`config.mk`:
```
export PLATFORM = sky130hd
export DESIGN_NAME = gpt_general_timer_unit
export DESIGN_NICKNAME = d
export VERILOG_FILES = /design/src/shared/gpt_pkg.sv /design/src/design/gpt_general_timer_unit.sv
export SDC_FILE = /design/constraint.sdc
export NUM_CORES = 1
export LEC_CHECK = 0
export ABC_AREA = 1
export BUFFER_PORTS_ARGS = -buffer_cell sky130_fd_sc_hd__buf_2
export CAP_MARGIN = 25
export CORE_ASPECT_RATIO = 0.9
export CORE_UTILIZATION = 25
export DETAILED_ROUTE_END_ITERATION = 8
export GPL_TIMING_DRIVEN = 0
export PLACE_DENSITY_LB_ADDON = 0.08
export SLEW_MARGIN = 20
export SYNTH_ARGS = -nofsm -noshare
export SYNTH_HDL_FRONTEND = slang
export SYNTH_SLANG_ARGS = --single-unit
```
`constraint.sdc`:
```
create_clock -name clk_sys -period 2.48 [get_ports clk_sys]
set_clock_uncertainty 0.2 [all_clocks]
set_input_delay 0.744 -clock clk_sys [delete_from_list [all_inputs] [get_ports clk_sys]]
set_output_delay 0.744 -clock clk_sys [all_outputs]
set_load 0.05 [all_outputs]
```
`src/shared/gpt_pkg.sv`:
```
// constants, offsets and carrier types for the general timer unit
package gpt_pkg;

  // ****************************************
  // register byte offsets
  // ****************************************
  localparam logic [7:0] OFS_WIDTH_CFG = 8'h00;
  localparam logic [7:0] OFS_A_MODE = 8'h04;
  localparam logic [7:0] OFS_B_MODE = 8'h08;
  localparam logic [7:0] OFS_CTRL = 8'h0c;
  localparam logic [7:0] OFS_IRQ_MASK = 8'h10;
  localparam logic [7:0] OFS_RAW_IRQ = 8'h14;
  localparam logic [7:0] OFS_MASKED_IRQ = 8'h18;
  localparam logic [7:0] OFS_IRQ_CLEAR = 8'h1c;
  localparam logic [7:0] OFS_A_LOAD = 8'h20;
  localparam logic [7:0] OFS_B_LOAD = 8'h24;
  localparam logic [7:0] OFS_A_MATCH = 8'h28;
  localparam logic [7:0] OFS_B_MATCH = 8'h2c;
  localparam logic [7:0] OFS_A_PRESCALE = 8'h30;
  localparam logic [7:0] OFS_B_PRESCALE = 8'h34;
  localparam logic [7:0] OFS_A_COUNT = 8'h38;
  localparam logic [7:0] OFS_B_COUNT = 8'h3c;

  // ****************************************
  // width configuration codes and mode field
  // ****************************************
  localparam logic [2:0] CFG_OS32 = 3'h0;
  localparam logic [2:0] CFG_RTC32 = 3'h1;
  localparam logic [2:0] CFG_HALF16 = 3'h4;
  localparam int MODE_W = 2;
  localparam logic [1:0] MODE_ONE_SHOT = 2'h1;
  localparam logic [1:0] MODE_PERIODIC = 2'h2;

  // ****************************************
  // control and interrupt bit positions
  // ****************************************
  localparam int CTL_A_RUN = 0;
  localparam int CTL_A_STALL = 1;
  localparam int CTL_RTC_OVR = 4;
  localparam int CTL_A_ADC = 5;
  localparam int CTL_B_RUN = 8;
  localparam int CTL_B_STALL = 9;
  localparam int CTL_W = 16;
  localparam int IRQ_A_TO = 0;
  localparam int IRQ_RTC = 3;
  localparam int IRQ_B_TO = 8;
  localparam int IRQ_W = 16;

  // ****************************************
  // reset values and timing
  // ****************************************
  localparam logic [15:0] RST_COUNT = 16'hffff;
  localparam logic [15:0] RST_LOAD = 16'hffff;
  localparam logic [7:0] RST_PRESCALE = 8'h00;
  localparam logic [31:0] RTC_FIRST_LOAD = 32'h0000_0001;
  localparam int RTC_IN_HZ = 32768;
  localparam int RTC_TICK_HZ = 1;
  localparam int RTC_DIV_EDGES = RTC_IN_HZ / RTC_TICK_HZ;
  localparam int RTC_DIV_W = 16;

  // ****************************************
  // register bus request
  // ****************************************
  typedef struct packed {
    logic [7:0] addr;
    logic [31:0] wdata;
    logic wr;
    logic rd;
  } gpt_bus_req_t;

endpackage : gpt_pkg

```
`src/design/gpt_general_timer_unit.sv`:
```
// general timer unit: two 16-bit halves, 32-bit one-shot/periodic and rtc modes
//
// Chosen here: the register addresses and the address-and-strobe port.
`timescale 1ns/1ps
`default_nettype none

module gpt_general_timer_unit #(
  parameter int RTC_DIV = gpt_pkg::RTC_DIV_EDGES
) (
  // clock and reset
  input wire logic clk_sys,
  input wire logic rst_n,
  // register port
  input wire gpt_pkg::gpt_bus_req_t bus_req,
  output logic [31:0] rdata,
  // debug halt from the processor
  input wire logic dbg_halt,
  // capture/compare pin 0
  input wire logic capture_compare_pin_0_in,
  output logic capture_compare_pin_0_out,
  output logic capture_compare_pin_0_oe,
  // events out
  output logic irq,
  output logic adc_trigger
);

  // ****************************************
  // state
  // ****************************************
  logic [2:0] cfg_q, cfg_d;
  logic [gpt_pkg::MODE_W-1:0] a_mode_q, a_mode_d, b_mode_q, b_mode_d;
  logic [gpt_pkg::CTL_W-1:0] ctl_q, ctl_d;
  logic [gpt_pkg::IRQ_W-1:0] mask_q, mask_d, raw_q, raw_d;
  logic [1:0][15:0] cnt_q, cnt_d, load_q, load_d, match_q, match_d;
  logic [1:0][7:0] pre_q, pre_d;
  logic [31:0] rdata_q, rdata_d;
  logic adc_q, adc_d;
  logic pin_q, pin_prev_q;
  logic [gpt_pkg::RTC_DIV_W-1:0] div_q, div_d;
  logic [1:0] timeout_evt;
  logic rtc_evt;

  // ****************************************
  // address decode
  // ****************************************
  wire logic [31:0] wdata = bus_req.wdata;
  wire logic wr_cfg = bus_req.wr && bus_req.addr == gpt_pkg::OFS_WIDTH_CFG;
  wire logic wr_a_mode = bus_req.wr && bus_req.addr == gpt_pkg::OFS_A_MODE;
  wire logic wr_b_mode = bus_req.wr && bus_req.addr == gpt_pkg::OFS_B_MODE;
  wire logic wr_ctl = bus_req.wr && bus_req.addr == gpt_pkg::OFS_CTRL;
  wire logic wr_mask = bus_req.wr && bus_req.addr == gpt_pkg::OFS_IRQ_MASK;
  wire logic wr_clear = bus_req.wr && bus_req.addr == gpt_pkg::OFS_IRQ_CLEAR;
  wire logic wr_a_load = bus_req.wr && bus_req.addr == gpt_pkg::OFS_A_LOAD;
  wire logic wr_b_load = bus_req.wr && bus_req.addr == gpt_pkg::OFS_B_LOAD;
  wire logic wr_a_match = bus_req.wr && bus_req.addr == gpt_pkg::OFS_A_MATCH;
  wire logic wr_b_match = bus_req.wr && bus_req.addr == gpt_pkg::OFS_B_MATCH;
  wire logic wr_a_pre = bus_req.wr && bus_req.addr == gpt_pkg::OFS_A_PRESCALE;
  wire logic wr_b_pre = bus_req.wr && bus_req.addr == gpt_pkg::OFS_B_PRESCALE;

  // ****************************************
  // mode and stall qualifiers
  // ****************************************
  // config codes
  wire logic mode_os32 = cfg_q == gpt_pkg::CFG_OS32;
  wire logic mode_rtc = cfg_q == gpt_pkg::CFG_RTC32;
  // either 32-bit code makes one timer
  wire logic mode_w32 = mode_os32 || mode_rtc;
  wire logic [31:0] cnt32 = cnt_q;
  wire logic [31:0] load32 = load_q;
  wire logic [31:0] match32 = match_q;
  wire logic a_periodic = a_mode_q == gpt_pkg::MODE_PERIODIC;
  wire logic b_periodic = b_mode_q == gpt_pkg::MODE_PERIODIC;
  wire logic [1:0] half_periodic = {b_periodic, a_periodic};
  wire logic [1:0] half_run = {ctl_q[gpt_pkg::CTL_B_RUN], ctl_q[gpt_pkg::CTL_A_RUN]};
  wire logic [1:0] half_stall = {2{dbg_halt}} & {ctl_q[gpt_pkg::CTL_B_STALL], ctl_q[gpt_pkg::CTL_A_STALL]};
  wire logic rtc_stall = (|half_stall) && !ctl_q[gpt_pkg::CTL_RTC_OVR];
  wire logic rtc_first = wr_cfg && wdata[2:0] == gpt_pkg::CFG_RTC32 && !mode_rtc;

  // ****************************************
  // rtc input divider
  // ****************************************
  // the pin is only ever an input in the modes covered here
  assign capture_compare_pin_0_out = 1'b0;
  assign capture_compare_pin_0_oe = 1'b0;
  wire logic pin_rise = pin_q && !pin_prev_q;
  wire logic div_wrap = div_q == gpt_pkg::RTC_DIV_W'(RTC_DIV - 1);
  // one tick per RTC_DIV input edges
  wire logic rtc_tick = mode_rtc && half_run[0] && pin_rise && div_wrap;
  // divider restarts whenever the counter is not running, so a tick is a whole second
  assign div_d = !(mode_rtc && half_run[0]) ? '0 :
                 !pin_rise ? div_q :
                 div_wrap ? '0 : gpt_pkg::RTC_DIV_W'(div_q + 1'b1);

  // ****************************************
  // counter and control next state
  // ****************************************
  always_comb begin
    cnt_d = cnt_q;
    load_d = load_q;
    match_d = match_q;
    ctl_d = ctl_q;
    timeout_evt = 2'b00;
    rtc_evt = 1'b0;
    // 32-bit load write fills both halves
    if (wr_a_load && mode_w32) begin
      load_d = wdata;
    end else if (wr_a_load) begin
      load_d[0] = wdata[15:0];
    end
    if (wr_b_load && !mode_w32) begin
      load_d[1] = wdata[15:0];
    end
    if (wr_a_match && mode_w32) begin
      match_d = wdata;
    end else if (wr_a_match) begin
      match_d[0] = wdata[15:0];
    end
    if (wr_b_match && !mode_w32) begin
      match_d[1] = wdata[15:0];
    end
    if (mode_os32) begin
      // load write reaches the counter next cycle
      if (wr_a_load) begin
        cnt_d = wdata;
      end else if (half_run[0] && !half_stall[0]) begin
        if (cnt32 == 32'h0000_0000) begin
          cnt_d = load32;
          timeout_evt[0] = 1'b1;
          if (!a_periodic) begin
            ctl_d[gpt_pkg::CTL_A_RUN] = 1'b0;
          end
        end else begin
          cnt_d = cnt32 - 32'h0000_0001;
        end
      end
    end else if (mode_rtc) begin
      if (rtc_tick && !rtc_stall) begin
        if (cnt32 == match32) begin
          cnt_d = 32'h0000_0000;
          rtc_evt = 1'b1;
        end else begin
          cnt_d = cnt32 + 32'h0000_0001;
        end
      end
    end else begin
      for (int h = 0; h < 2; h++) begin
        if ((h == 0 && wr_a_load) || (h == 1 && wr_b_load)) begin
          cnt_d[h] = wdata[15:0];
        end else if (half_run[h] && !half_stall[h]) begin
          if (cnt_q[h] == 16'h0000) begin
            cnt_d[h] = load_q[h];
            timeout_evt[h] = 1'b1;
            if (!half_periodic[h]) begin
              ctl_d[h == 0 ? gpt_pkg::CTL_A_RUN : gpt_pkg::CTL_B_RUN] = 1'b0;
            end
          end else begin
            cnt_d[h] = cnt_q[h] - 16'h0001;
          end
        end
      end
    end
    if (rtc_first) begin
      cnt_d = gpt_pkg::RTC_FIRST_LOAD;
    end
    // a software write to control lands after any hardware clear
    if (wr_ctl) begin
      ctl_d = wdata[gpt_pkg::CTL_W-1:0];
    end
  end

  // ****************************************
  // simple registers and flags
  // ****************************************
  assign cfg_d = wr_cfg ? wdata[2:0] : cfg_q;
  assign a_mode_d = wr_a_mode ? wdata[gpt_pkg::MODE_W-1:0] : a_mode_q;
  assign b_mode_d = wr_b_mode ? wdata[gpt_pkg::MODE_W-1:0] : b_mode_q;
  assign mask_d = wr_mask ? wdata[gpt_pkg::IRQ_W-1:0] : mask_q;
  assign pre_d[0] = wr_a_pre ? wdata[7:0] : pre_q[0];
  assign pre_d[1] = wr_b_pre ? wdata[7:0] : pre_q[1];
  wire logic [gpt_pkg::IRQ_W-1:0] clr_bits = wr_clear ? wdata[gpt_pkg::IRQ_W-1:0] : '0;
  logic [gpt_pkg::IRQ_W-1:0] set_bits;
  always_comb begin
    set_bits = '0;
    set_bits[gpt_pkg::IRQ_A_TO] = timeout_evt[0];
    set_bits[gpt_pkg::IRQ_B_TO] = timeout_evt[1];
    set_bits[gpt_pkg::IRQ_RTC] = rtc_evt;
  end
  // sticky, a new event beats a clear
  // rtc flag cleared by its clear bit
  assign raw_d = (raw_q & ~clr_bits) | set_bits;
  wire logic [gpt_pkg::IRQ_W-1:0] masked = raw_q & mask_q;
  assign irq = |masked;
  assign adc_d = timeout_evt[0] && ctl_q[gpt_pkg::CTL_A_ADC];
  assign adc_trigger = adc_q;

  // ****************************************
  // read mux
  // ****************************************
  always_comb begin
    rdata_d = 32'h0000_0000;
    if (bus_req.rd) begin
      unique case (bus_req.addr)
        gpt_pkg::OFS_WIDTH_CFG: rdata_d = {29'h0, cfg_q};
        gpt_pkg::OFS_A_MODE: rdata_d = {30'h0, a_mode_q};
        gpt_pkg::OFS_B_MODE: rdata_d = {30'h0, b_mode_q};
        gpt_pkg::OFS_CTRL: rdata_d = {16'h0, ctl_q};
        gpt_pkg::OFS_IRQ_MASK: rdata_d = {16'h0, mask_q};
        gpt_pkg::OFS_RAW_IRQ: rdata_d = {16'h0, raw_q};
        gpt_pkg::OFS_MASKED_IRQ: rdata_d = {16'h0, masked};
        gpt_pkg::OFS_A_LOAD: rdata_d = mode_w32 ? load32 : {16'h0, load_q[0]};
        gpt_pkg::OFS_B_LOAD: rdata_d = {16'h0, load_q[1]};
        gpt_pkg::OFS_A_MATCH: rdata_d = mode_w32 ? match32 : {16'h0, match_q[0]};
        gpt_pkg::OFS_B_MATCH: rdata_d = {16'h0, match_q[1]};
        gpt_pkg::OFS_A_PRESCALE: rdata_d = {24'h0, pre_q[0]};
        gpt_pkg::OFS_B_PRESCALE: rdata_d = {24'h0, pre_q[1]};
        gpt_pkg::OFS_A_COUNT: rdata_d = mode_w32 ? cnt32 : {16'h0, cnt_q[0]};
        gpt_pkg::OFS_B_COUNT: rdata_d = {16'h0, cnt_q[1]};
        default: rdata_d = 32'h0000_0000;
      endcase
    end
  end
  assign rdata = rdata_q;

  // ****************************************
  // flip-flops
  // ****************************************
  // inactive reset state
  always_ff @(posedge clk_sys or negedge rst_n) begin
    if (!rst_n) begin
      cfg_q <= gpt_pkg::CFG_OS32;
      a_mode_q <= '0;
      b_mode_q <= '0;
      ctl_q <= '0;
      mask_q <= '0;
      raw_q <= '0;
      cnt_q <= {gpt_pkg::RST_COUNT, gpt_pkg::RST_COUNT};
      load_q <= {gpt_pkg::RST_LOAD, gpt_pkg::RST_LOAD};
      match_q <= '0;
      pre_q <= {gpt_pkg::RST_PRESCALE, gpt_pkg::RST_PRESCALE};
      rdata_q <= '0;
      adc_q <= 1'b0;
      pin_q <= 1'b0;
      pin_prev_q <= 1'b0;
      div_q <= '0;
    end else begin
      cfg_q <= cfg_d;
      a_mode_q <= a_mode_d;
      b_mode_q <= b_mode_d;
      ctl_q <= ctl_d;
      mask_q <= mask_d;
      raw_q <= raw_d;
      cnt_q <= cnt_d;
      load_q <= load_d;
      match_q <= match_d;
      pre_q <= pre_d;
      rdata_q <= rdata_d;
      adc_q <= adc_d;
      pin_q <= capture_compare_pin_0_in;
      pin_prev_q <= pin_q;
      div_q <= div_d;
    end
  end

  // ****************************************
  // assertions
  // ****************************************
  wire logic os32_live = mode_os32 && half_run[0] && !half_stall[0] && !wr_a_load && !rtc_first;

  property p_reset_state;
    @(posedge clk_sys) $rose(rst_n) |-> cnt32 == 32'hffff_ffff && load32 == 32'hffff_ffff
      && ctl_q == '0 && pre_q == '0 && irq == 1'b0;
  endproperty
  a_reset_state: assert property (p_reset_state) else $error("bad state after reset");

  property p_split_load;
    @(posedge clk_sys) disable iff (!rst_n) wr_a_load && mode_w32 |=> load32 == $past(wdata);
  endproperty
  a_split_load: assert property (p_split_load) else $error("32-bit load not split");

  property p_joined_read;
    @(posedge clk_sys) disable iff (!rst_n)
      bus_req.rd && bus_req.addr == gpt_pkg::OFS_A_COUNT && mode_w32 |=> rdata == $past(cnt32);
  endproperty
  a_joined_read: assert property (p_joined_read) else $error("joined count read wrong");

  property p_count_down;
    @(posedge clk_sys) disable iff (!rst_n) os32_live && cnt32 != 0 |=> cnt32 == $past(cnt32) - 32'h1;
  endproperty
  a_count_down: assert property (p_count_down) else $error("no decrement");

  property p_zero_reload;
    @(posedge clk_sys) disable iff (!rst_n) os32_live && cnt32 == 0 |=> cnt32 == $past(load32)
      && raw_q[gpt_pkg::IRQ_A_TO];
  endproperty
  a_zero_reload: assert property (p_zero_reload) else $error("no reload or flag at zero");

  property p_one_shot_stop;
    @(posedge clk_sys) disable iff (!rst_n) os32_live && cnt32 == 0 && !a_periodic && !wr_ctl
      |=> !ctl_q[gpt_pkg::CTL_A_RUN] ##1 $stable(cnt32);
  endproperty
  a_one_shot_stop: assert property (p_one_shot_stop) else $error("one-shot kept running");

  property p_flag_sticky;
    @(posedge clk_sys) disable iff (!rst_n) raw_q[gpt_pkg::IRQ_A_TO] && !wr_clear |=> raw_q[gpt_pkg::IRQ_A_TO];
  endproperty
  a_flag_sticky: assert property (p_flag_sticky) else $error("time-out flag lost");

  property p_masked_irq;
    @(posedge clk_sys) disable iff (!rst_n) raw_q[gpt_pkg::IRQ_RTC] && mask_q[gpt_pkg::IRQ_RTC] |-> irq;
  endproperty
  a_masked_irq: assert property (p_masked_irq) else $error("unmasked flag without irq");

  property p_adc_gate;
    @(posedge clk_sys) disable iff (!rst_n) adc_trigger |-> $past(ctl_q[gpt_pkg::CTL_A_ADC]) && $past(timeout_evt[0]);
  endproperty
  a_adc_gate: assert property (p_adc_gate) else $error("trigger without enable");

  property p_live_load;
    @(posedge clk_sys) disable iff (!rst_n) wr_a_load && mode_os32 |=> cnt32 == $past(wdata);
  endproperty
  a_live_load: assert property (p_live_load) else $error("load write not taken");

  property p_debug_freeze;
    @(posedge clk_sys) disable iff (!rst_n) mode_os32 && half_stall[0] && !wr_a_load && !rtc_first
      |=> $stable(cnt32);
  endproperty
  a_debug_freeze: assert property (p_debug_freeze) else $error("count moved in halt");

  property p_rtc_first;
    @(posedge clk_sys) disable iff (!rst_n) rtc_first |=> cnt32 == gpt_pkg::RTC_FIRST_LOAD;
  endproperty
  a_rtc_first: assert property (p_rtc_first) else $error("rtc first load not one");

  property p_rtc_roll;
    @(posedge clk_sys) disable iff (!rst_n) rtc_tick && !rtc_stall && cnt32 == match32 && !rtc_first
      |=> cnt32 == 32'h0 && raw_q[gpt_pkg::IRQ_RTC];
  endproperty
  a_rtc_roll: assert property (p_rtc_roll) else $error("rtc no roll on match");

  c_one_shot: cover property (@(posedge clk_sys) disable iff (!rst_n) os32_live && cnt32 == 0 && !a_periodic);
  c_periodic: cover property (@(posedge clk_sys) disable iff (!rst_n) os32_live && cnt32 == 0 && a_periodic);
  c_rtc_match: cover property (@(posedge clk_sys) disable iff (!rst_n) rtc_evt);
  c_half_b: cover property (@(posedge clk_sys) disable iff (!rst_n) timeout_evt[1]);

endmodule : gpt_general_timer_unit
`default_nettype wire

```
==> reports/qor.txt, run 1 <==
Status = finished with violations
Failing checks = negative setup slack
H-tree levels = 1
Leak = 8.75 nW
CP peak stage delay = 0.41 ns
RSZ-0062 raised after global routing = yes
Die width = 256 um
Die Area = 58900 um2
Post-DP Area = 15900 um2
Clock latency on the worst-skew pair = 0.60 ns
Fin. max-slew vios = 0
Seq/Total Area, Yosys = 0.382
Post-synth EDFFs = 0
Yosys reg bits = 218
Setup WS post-layout = -0.138 ns
TritonCTS buffer count = 29
Fraction of registers with async set or reset after synthesis = 1.00
Via count = 16541
FMAX = 0.382 GHz
Hold Vio Cnt, Final = 0
Clock buffer depth = 3
Pwr Density = 875 nW/um2
CP max stage cell = dfrtp_1
Hold Slack = 0.0774 ns
Fin util = 0.332
DR iter-0 viols = 1982
# port buffers = 78
Post-synth top flop = dfrtp_1
Data arrival time of the worst path = 1.67 ns
DRC viols = 0
Type of origin of the critical path = register
# rows = 83
Distinct cell type count after synthesis = 50
Initial antenna violation count = 4
Peak VDD IR = 0.000412 V
Largest net degree at the start of global routing = 88
Starting density of the core = 0.253
Crit share post-route = 1.06
DR WL/cell = 27.9 um
Critical Path RT = 1.54 ns
Crit. End Element = output port
Clk root buf = clkbuf_16
Setup-failing EPs final = 12
Antenna Nets Post-Route = 0
Clk pin slew, worst setup/hold paths = 0.06 ns
Vias per inst = 5.33
HP Class = in -> reg
Worst-Margin Slew = 1.01 ns
Critical path type = reg -> out
Die Ht = 230 um
Syn. warnings = 0
Syn avg cell area = 6.88 um2
Placer's final routability congestion estimate = 0.996
Vias in the first global route = 15530
CP max FO = 2
Final HPWL from detailed placement = 64200 um
Core area = 57100 um2
First-pass DRT Iterations = 6
Post-Syn Area = 14500 um2
Sink Count = 218
Delay-heaviest family, CP = simple AND/OR/NAND/NOR gates
First-pass GRT wire length = 120000 um
Max cap viols = 0
Crit path time final = 2.62 ns
Max-Slew Margin vs Limit = 0.328
Nets = 2364
Final instance area = 19000 um2
Syn-to-layout area delta = 31.0%
TritonCTS clock tree = built
Share of post-route cells with drive strength above 1 = 0.260
Buf/Inv on CP = 1
Final wirelength = 86500 um
Remaining Overflow, GRT = 0
Top Ports = 82
Gr usage total = 0.287
Synth Instances = 2103
Critical path, cell by cell = nand2_2, nand4_1, nor3_2, nand2_1, buf_6
[flip-flops by register name (all words and copies together) (netlist names)]
register	flops
cnt32	32
load32	32
match32	32
rdata	32
ctl_q	16
div_q	16
mask_q	16
pre_q	16
raw_q	16
cfg_q	3
a_mode_q	2
b_mode_q	2
adc_trigger	1
pin_prev_q	1
pin_q	1
[routing by layer]
layer  vias up  wire (um)  GRT usage
li1       7327          -          -
met1      8110      39500      0.411
met2       885      34900      0.414
met3       217       7120     0.0478
met4         2       4940      0.135
met5         -         21          0
[cell families (layout without fill, tap and decap cells)]
| kind of cell | Yosys count | in the layout | synth area share |
|---|---|---|---|
| simple gates | 996 | 996 | 0.292 |
| flops | 218 | 218 | 0.382 |
| buf+inv | 340 | 571 | 0.0964 |
| other cells | 1 | 3 | 0.000259 |
| compound gates | 476 | 476 | 0.184 |
| xor+xnor | 66 | 66 | 0.0399 |
| fa+ha+maj | 6 | 6 | 0.00519 |
[area by class of cell]
| cell class | instances | area (um2) |
|---|---|---|
| antenna | 1 | 2.50 |
| buffer | 79 | 594 |
| clock buffer | 46 | 870 |
| clock inverter | 8 | 77.6 |
| fill | 6269 | 38200 |
| inverter | 238 | 995 |
| multi-input combinational | 1546 | 8380 |
| sequential | 218 | 5570 |
| tap | 765 | 957 |
| timing repair buffer | 200 | 1510 |
[cells in the final DEF, fill, tap and decap left out, drive strengths merged, types with 2 or more instances in the layout]
cell type,synthesis,routed
a211oi,11,11
a21boi,3,3
a21oi,125,125
a221oi,2,2
a22o,5,5
a22oi,4,4
a31oi,7,7
buf,53,229
clkbuf,49,95
clkinv,6,8
clkinvlp,0,18
conb,1,2
dfrtp,154,154
dfstp,64,64
ha,6,6
inv,232,219
nand2,591,591
nand3,130,130
nand3b,4,4
nand4,25,25
nor2,210,210
nor3,31,31
o2111ai,4,4
o211ai,22,22
o21a,6,6
o21ai,212,212
o21bai,2,2
o221ai,4,4
o22ai,68,68
or2,4,4
xnor2,26,26
xor2,40,40
[per-stage QoR]
stage / TNS (ns) / total power [W] / setup WS, ns / std cells
2_1_floorplan: 0 / 0.00802 / 0.0685 / 2104
3_3_place_gp: -870.64 / 0.0105 / -3.93 / 2947
3_5_place_dp: -124.90 / 0.0105 / -1.47 / 2949
4_1_cts: -0.527 / 0.0159 / -0.156 / 3060
5_1_grt: -2.12 / 0.0172 / -0.214 / 3100
6_report: -0.765 / 0.0166 / -0.138 / 3101
[power breakdown]
part           switching, W  leakage [nW]  internal (W)  total (W)
registers          0.000895          2.66       0.00424    0.00513
clock network       0.00182         0.461       0.00250    0.00432
logic               0.00468          5.63       0.00247    0.00715
total               0.00739          8.75       0.00920     0.0166
[path summary, 6_finish.rpt]
check	start	cells after the start	to	slack, ns
worst max-delay path	raw_q[8]$_DFF_PN0_	5	irq	-0.14
worst min-delay path	capture_compare_pin_0_in	1	pin_q$_DFF_PN0_	0.08
worst max register to register	cnt32[17]$_DFFE_PN1P_	15	cnt32[30]$_DFFE_PN1P_	-0.12
worst min register to register	pin_q$_DFF_PN0_	0	pin_prev_q$_DFF_PN0_	0.19
max in group asynchronous	rst_n	3	cnt32[7]$_DFFE_PN1P_	0.68
min in group asynchronous	rst_n	2	raw_q[11]$_DFF_PN0_	0.48
[timing repair]
item | CTS | global route
hold buffers | 1 | 0
cloned | 1 | 2
resized for setup | 214 | 172
endpoints found under the hold margin | 53 | 0
buffers inserted | 71 | 46
pin swaps | 37 | 86
endpoints found under the setup margin | 108 | 87
[cells in the mapped netlist, types with 5 or more instances]
cell / number / area share
o22ai_1: 68 / 0.029
nand3_1: 127 / 0.044
a21oi_1: 125 / 0.043
nor2_1: 194 / 0.050
dfrtp_1: 154 / 0.27
clkinv_1: 6 / 0.0016
a31oi_1: 7 / 0.0030
ha_1: 6 / 0.0052
nor2_2: 12 / 0.0052
nand2_1: 581 / 0.15
nand4_1: 24 / 0.010
o21ai_0: 208 / 0.072
xnor2_1: 26 / 0.016
buf_2: 35 / 0.012
dfstp_2: 64 / 0.12
a22o_1: 5 / 0.0030
nand2_4: 5 / 0.0039
xor2_1: 40 / 0.024
inv_2: 11 / 0.0029
o211ai_1: 22 / 0.011
nor3_1: 25 / 0.0086
o21a_1: 6 / 0.0031
nand2_2: 5 / 0.0022
buf_4: 11 / 0.0057
clkbuf_1: 48 / 0.012
a211oi_1: 11 / 0.0057
inv_1: 220 / 0.057
Note: power is estimated with default switching activity, not from simulation.
==> run 2, diff against run 1 <==
- clock period: 2.48 -> 2.75 ns (I/O delays scaled with it)
==> reports/qor.txt, run 2 (synthesis results as in run 1) <==
Status = complete, no violations
Critical Path RT = 3.05 ns
Final wirelength = 84300 um
CP max FO = 7
HP Class = in -> async
Gr usage total = 0.281
Worst-Margin Slew = 0.956 ns
Fin. max-slew vios = 0
Crit path time final = 2.75 ns
Largest net degree at the start of global routing = 87
Nets = 2300
TritonCTS buffer count = 29
Die width = 256 um
RSZ-0062 raised after global routing = yes
Max-Slew Margin vs Limit = 0.363
Crit. End Element = register
Clock share of power = 0.270
Die Ht = 230 um
Diode count = 0
Setup-failing EPs final = 0
Clock latency on the worst-skew pair = 0.59 ns
Commonest non-fill, non-tap cells in the layout = nand2_1 (564), inv_1 (206), o21ai_0 (202), nor2_1 (181), dfrtp_1 (154)
Die Area = 58900 um2
Pwr Density = 793 nW/um2
Hold Vio Cnt, Final = 0
# port buffers = 78
Switching Power = 0.00622 W
Internal = 0.00776 W
Clk pin slew, worst setup/hold paths = 0.06 ns
Core area = 57100 um2
Critical path type = reg -> reg
Type of origin of the critical path = register
Reg power frac = 0.321
Vias per inst = 5.36
Total Power = 0.0140 W
Share of post-route cells with drive strength above 1 = 0.183
Final-layout fill cell count = 6375
Antenna Nets Post-Route = 0
Starting density of the core = 0.253
Remaining Overflow, GRT = 0
Final HPWL from detailed placement = 63700 um
Vias in the first global route = 15234
Syn-to-layout area delta = 21.8%
DR WL/cell = 27.8 um
Sink Count = 218
Via count = 16255
Placed cell count = 2949
Gate power share = 0.409
Clock buffer depth = 3
Setup TNS = 0 ns
FMAX = 0.364 GHz
DRC viols = 0
DR iter-0 viols = 2105
R2r startpoint = cnt32[17]$_DFFE_PN1P_
Finished Layout Cells = 3034
Peak VDD IR = 0.000339 V
TritonCTS clock tree = built
Data arrival time of the worst path = 3.05 ns
Worst setup path start = cnt32[17]$_DFFE_PN1P_
Max cap viols = 0
# rows = 83
First-pass GRT wire length = 118000 um
Commonest non-fill, non-tap cell in the layout = nand2_1
Hold Slack = 0.00659 ns
Initial antenna violation count = 1
Placer's final routability congestion estimate = 1.04
Clk root buf = clkbuf_16
Leak = 8.19 nW
Crit share post-route = 0.999
Top Ports = 82
First-pass DRT Iterations = 6
Switching share of power = 0.445
H-tree levels = 1
run 2: routing by layer:
layer	vias up	GRT usage	wire, um
li1	7213	-	-
met1	8001	0.411	38400
met2	864	0.402	34100
met3	177	0.0430	7300
met4	0	0.128	4510
met5	-	0	0
run 2: cell type report:
class / count / area, um2 / area share
buffer: 89 / 532 / 0.0302
clock buffer: 43 / 838 / 0.0476
clock inverter: 9 / 78.8 / 0.00447
inverter: 238 / 968 / 0.0549
multi-input combinational: 1546 / 7880 / 0.447
sequential: 218 / 5550 / 0.315
tap: 765 / 957 / 0.0543
timing repair buffer: 126 / 820 / 0.0465
run 2: power groups by stage:
stage | Sequential [W] | Combinational (W) | Clock (W)
after CTS | 0.00423 | 0.00548 | 0.00387
final | 0.00448 | 0.00572 | 0.00378
after global routing | 0.00450 | 0.00610 | 0.00395
after global placement | 0.00408 | 0.00535 | 0
after floorplan | 0.00395 | 0.00328 | 0
after detailed placement | 0.00407 | 0.00532 | 0
run 2: through the flow:
| step | util | area, um2 | worst slack, ns |
|---|---|---|---|
| after floorplan | - | 14500 | 0.259 |
| after global placement | 0.277 | 15800 | -3.80 |
| after detailed placement | 0.278 | 15900 | -1.37 |
| after CTS | 0.301 | 17200 | 0.00412 |
| after global routing | 0.309 | 17600 | -0.0330 |
| final | 0.309 | 17600 | 0.00270 |
run 2: path summary, 6_finish.rpt:
kind                                          to  slack, ns  cells past startpoint
min in group clk_sys             pin_q$_DFF_PN0_       0.17                      1
setup / recovery           cnt32[17]$_DFFE_PN1P_      0.003                     14
max in group asynchronous  cnt32[21]$_DFFE_PN1P_       1.42                      2
hold / removal               raw_q[13]$_DFF_PN0_      0.007                      1
setup reg to reg           cnt32[17]$_DFFE_PN1P_      0.003                     14
hold reg to reg             pin_prev_q$_DFF_PN0_       0.17                      0
run 2: worst max-delay path: stages (launching register included):
cell	delay, ns
dfstp_2	0.56
buf_12	0.15
clkinvlp_4	0.15
ha_4	0.22
nand2_4	0.12
nor2_4	0.06
nand2_4	0.14
buf_8	0.15
clkinvlp_4	0.17
nand2_2	0.10
nand2_1	0.06
o21ai_2	0.21
nand4_1	0.21
nand2_1	0.11
nand2_1	0.05
run 2: timing repair:
| item | CTS | global route |
|---|---|---|
| setup endpoints to repair | 67 | 71 |
| pin swaps | 5 | 12 |
| gates resized for setup | 83 | 81 |
| setup buffers | 20 | 26 |
| hold buffers | 0 | 0 |
| gates cloned | 0 | 0 |
==> run 3, diff against run 2 <==
- PLACE_DENSITY: unset -> 0.48
- PLACE_DENSITY_LB_ADDON: 0.08 -> unset
==> reports/qor.txt, run 3 (synthesis results as in run 1) <==
H-tree levels = 1
Gr usage total = 0.281
DR iter-0 viols = 2140
Clk pin slew, worst setup/hold paths = 0.06 ns
Largest net degree at the start of global routing = 86
Switching Power = 0.00632 W
Vias per inst = 5.43
Placed cell count = 2949
Via count = 16476
Max-Slew Margin vs Limit = 0.448
Type of origin of the critical path = register
Commonest non-fill, non-tap cell in the layout = nand2_1
Critical path, cell by cell = clkinvlp_4, nand3_1, nor2_1, nand2_4, buf_4, nand3_2, o211ai_1, nand2_1, a21oi_2, nand3_1, nand2_1
Clock buffer depth = 3
Final-layout fill cell count = 6379
Crit path time final = 2.76 ns
Final wirelength = 84200 um
Final HPWL from detailed placement = 63800 um
Antenna Nets Post-Route = 0
Nets = 2300
TritonCTS buffer count = 29
Critical path type = reg -> reg
DR WL/cell = 27.7 um
Finished Layout Cells = 3036
Syn-to-layout area delta = 22.2%
# port buffers = 78
Reg power frac = 0.314
DRC viols = 0
Max cap viols = 0
Worst-Margin Slew = 0.829 ns
RSZ-0062 raised after global routing = yes
Share of post-route cells with drive strength above 1 = 0.186
# rows = 83
HP Class = in -> reg
Core area = 57100 um2
Die Area = 58900 um2
Remaining Overflow, GRT = 0
Worst r2r dst = cnt32[19]$_DFFE_PN1P_
Internal = 0.00792 W
Setup WS post-layout = -0.00634 ns
Commonest non-fill, non-tap cells in the layout = nand2_1 (564), inv_1 (206), o21ai_0 (201), nor2_1 (176), dfrtp_1 (154)
Final instance area = 17700 um2
CP peak stage delay = 0.74 ns
R2r startpoint = cnt32[30]$_DFFE_PN1P_
CP max FO = 10
Sink of the worst hold path = pin_q$_DFF_PN0_
Die Ht = 230 um
First-pass GRT wire length = 119000 um
Critical Path RT = 3.08 ns
Clock share of power = 0.279
Die width = 256 um
Fin. max-slew vios = 0
Hold Slack = 0.161 ns
TritonCTS clock tree = built
Starting density of the core = 0.253
Failing checks = negative setup slack
Post-DP Area = 15900 um2
Pwr Density = 805 nW/um2
Top Ports = 82
FMAX = 0.363 GHz
Leak = 8.26 nW
Clock latency on the worst-skew pair = 0.59 ns
Status = finished with violations
Crit share post-route = 1.00
Setup-failing EPs final = 1
Fin util = 0.310
Gate power share = 0.407
Crit. End Element = register
Vias in the first global route = 15693
Placer's final routability congestion estimate = 1.01
Switching share of power = 0.444
Worst reg2reg path depth = 11
CP max stage cell = dfstp_2
Critical hold path startpoint = capture_compare_pin_0_in
Peak VDD IR = 0.000349 V
Data arrival time of the worst path = 3.08 ns
Hold path depth = 1
Hold Vio Cnt, Final = 0
FF-to-FF setup slack = -0.006 ns
Initial antenna violation count = 5
Sink Count = 218
Clk root buf = clkbuf_16
First-pass DRT Iterations = 6
-- run 3: changes by cell type in the layout (fill, tap and decap cells not counted), moves of 3 or more --
| cell | before | now |
|---|---|---|
| nor2_1 | 181 | 176 |
| nor2_2 | 16 | 21 |
| clkbuf_1 | 38 | 34 |
| clkbuf_4 | 8 | 4 |
| nand3_2 | 5 | 9 |
| a21oi_1 | 121 | 124 |
| buf_6 | 6 | 9 |
| clkinv_2 | 4 | 7 |
| nand3_1 | 122 | 119 |
-- run 3: critical path: cells and delay by family, from the launching register on --
kind,cells,cell delay [ns]
AOI/OAI and AO/OA,2,0.41
DFF,1,0.74
and+or+nand+nor,7,0.79
buffers and inverters,2,0.54
-- run 3: layout make-up --
| cell class | instances | area [um2] | share of cell area |
|---|---|---|---|
| tap | 765 | 957 | 0.0541 |
| multi-input combinational | 1546 | 7880 | 0.445 |
| inverter | 238 | 972 | 0.0550 |
| timing repair buffer | 125 | 813 | 0.0460 |
| clock buffer | 36 | 802 | 0.0453 |
| antenna | 2 | 5.00 | 0.000283 |
| clock inverter | 16 | 170 | 0.00962 |
| buffer | 90 | 538 | 0.0304 |
| sequential | 218 | 5550 | 0.314 |
-- run 3: repair_timing --
action | in CTS | in global routing
endpoints found under the hold margin | 3 | 0
setup endpoints to repair | 56 | 59
resized for setup | 92 | 77
hold buffers | 1 | 0
buffers inserted | 26 | 18
pin swaps | 14 | 6
-- run 3: per-stage QoR --
step	setup slack, ns	setup TNS [ns]	power [W]
after global routing	-0.0665	-0.196	0.0148
after detailed placement	-1.58	-82.10	0.00941
after global placement	-3.65	-770.16	0.00941
after floorplan	0.259	0	0.00723
final	-0.00634	-0.00634	0.0142
after CTS	-0.0370	-0.0470	0.0138
-- run 3: power by group through the flow --
stage	Clock, W	Sequential (W)	Combinational [W]
final	0.00397	0.00447	0.00580
after global routing	0.00415	0.00450	0.00613
after CTS	0.00403	0.00428	0.00552
after detailed placement	0	0.00409	0.00532
after global placement	0	0.00409	0.00532
after floorplan	0	0.00395	0.00328
-- run 3: worst max-delay path by stage --
stage                           from                    end  slack, ns
2_1_floorplan  cnt32[16]$_DFFE_PN1P_  cnt32[17]$_DFFE_PN1P_       0.26
3_3_place_gp                   rst_n   div_q[7]$_DFFE_PN0P_      -3.65
3_5_place_dp   cnt32[16]$_DFFE_PN1P_  cnt32[30]$_DFFE_PN1P_      -1.58
4_1_cts           raw_q[8]$_DFF_PN0_                    irq      -0.04
5_1_grt           raw_q[8]$_DFF_PN0_                    irq      -0.07
6_report       cnt32[30]$_DFFE_PN1P_  cnt32[19]$_DFFE_PN1P_     -0.006
-- run 3: metal layers --
layer  share of wire  up-vias  track usage  routed length (um)
li1                -     7197            -                   -
met1            0.44     8074        0.400               37200
met2            0.41     1006        0.416               34700
met3           0.098      195       0.0509                8250
met4           0.048        4        0.115                4020
met5         0.00031        -            0                  26
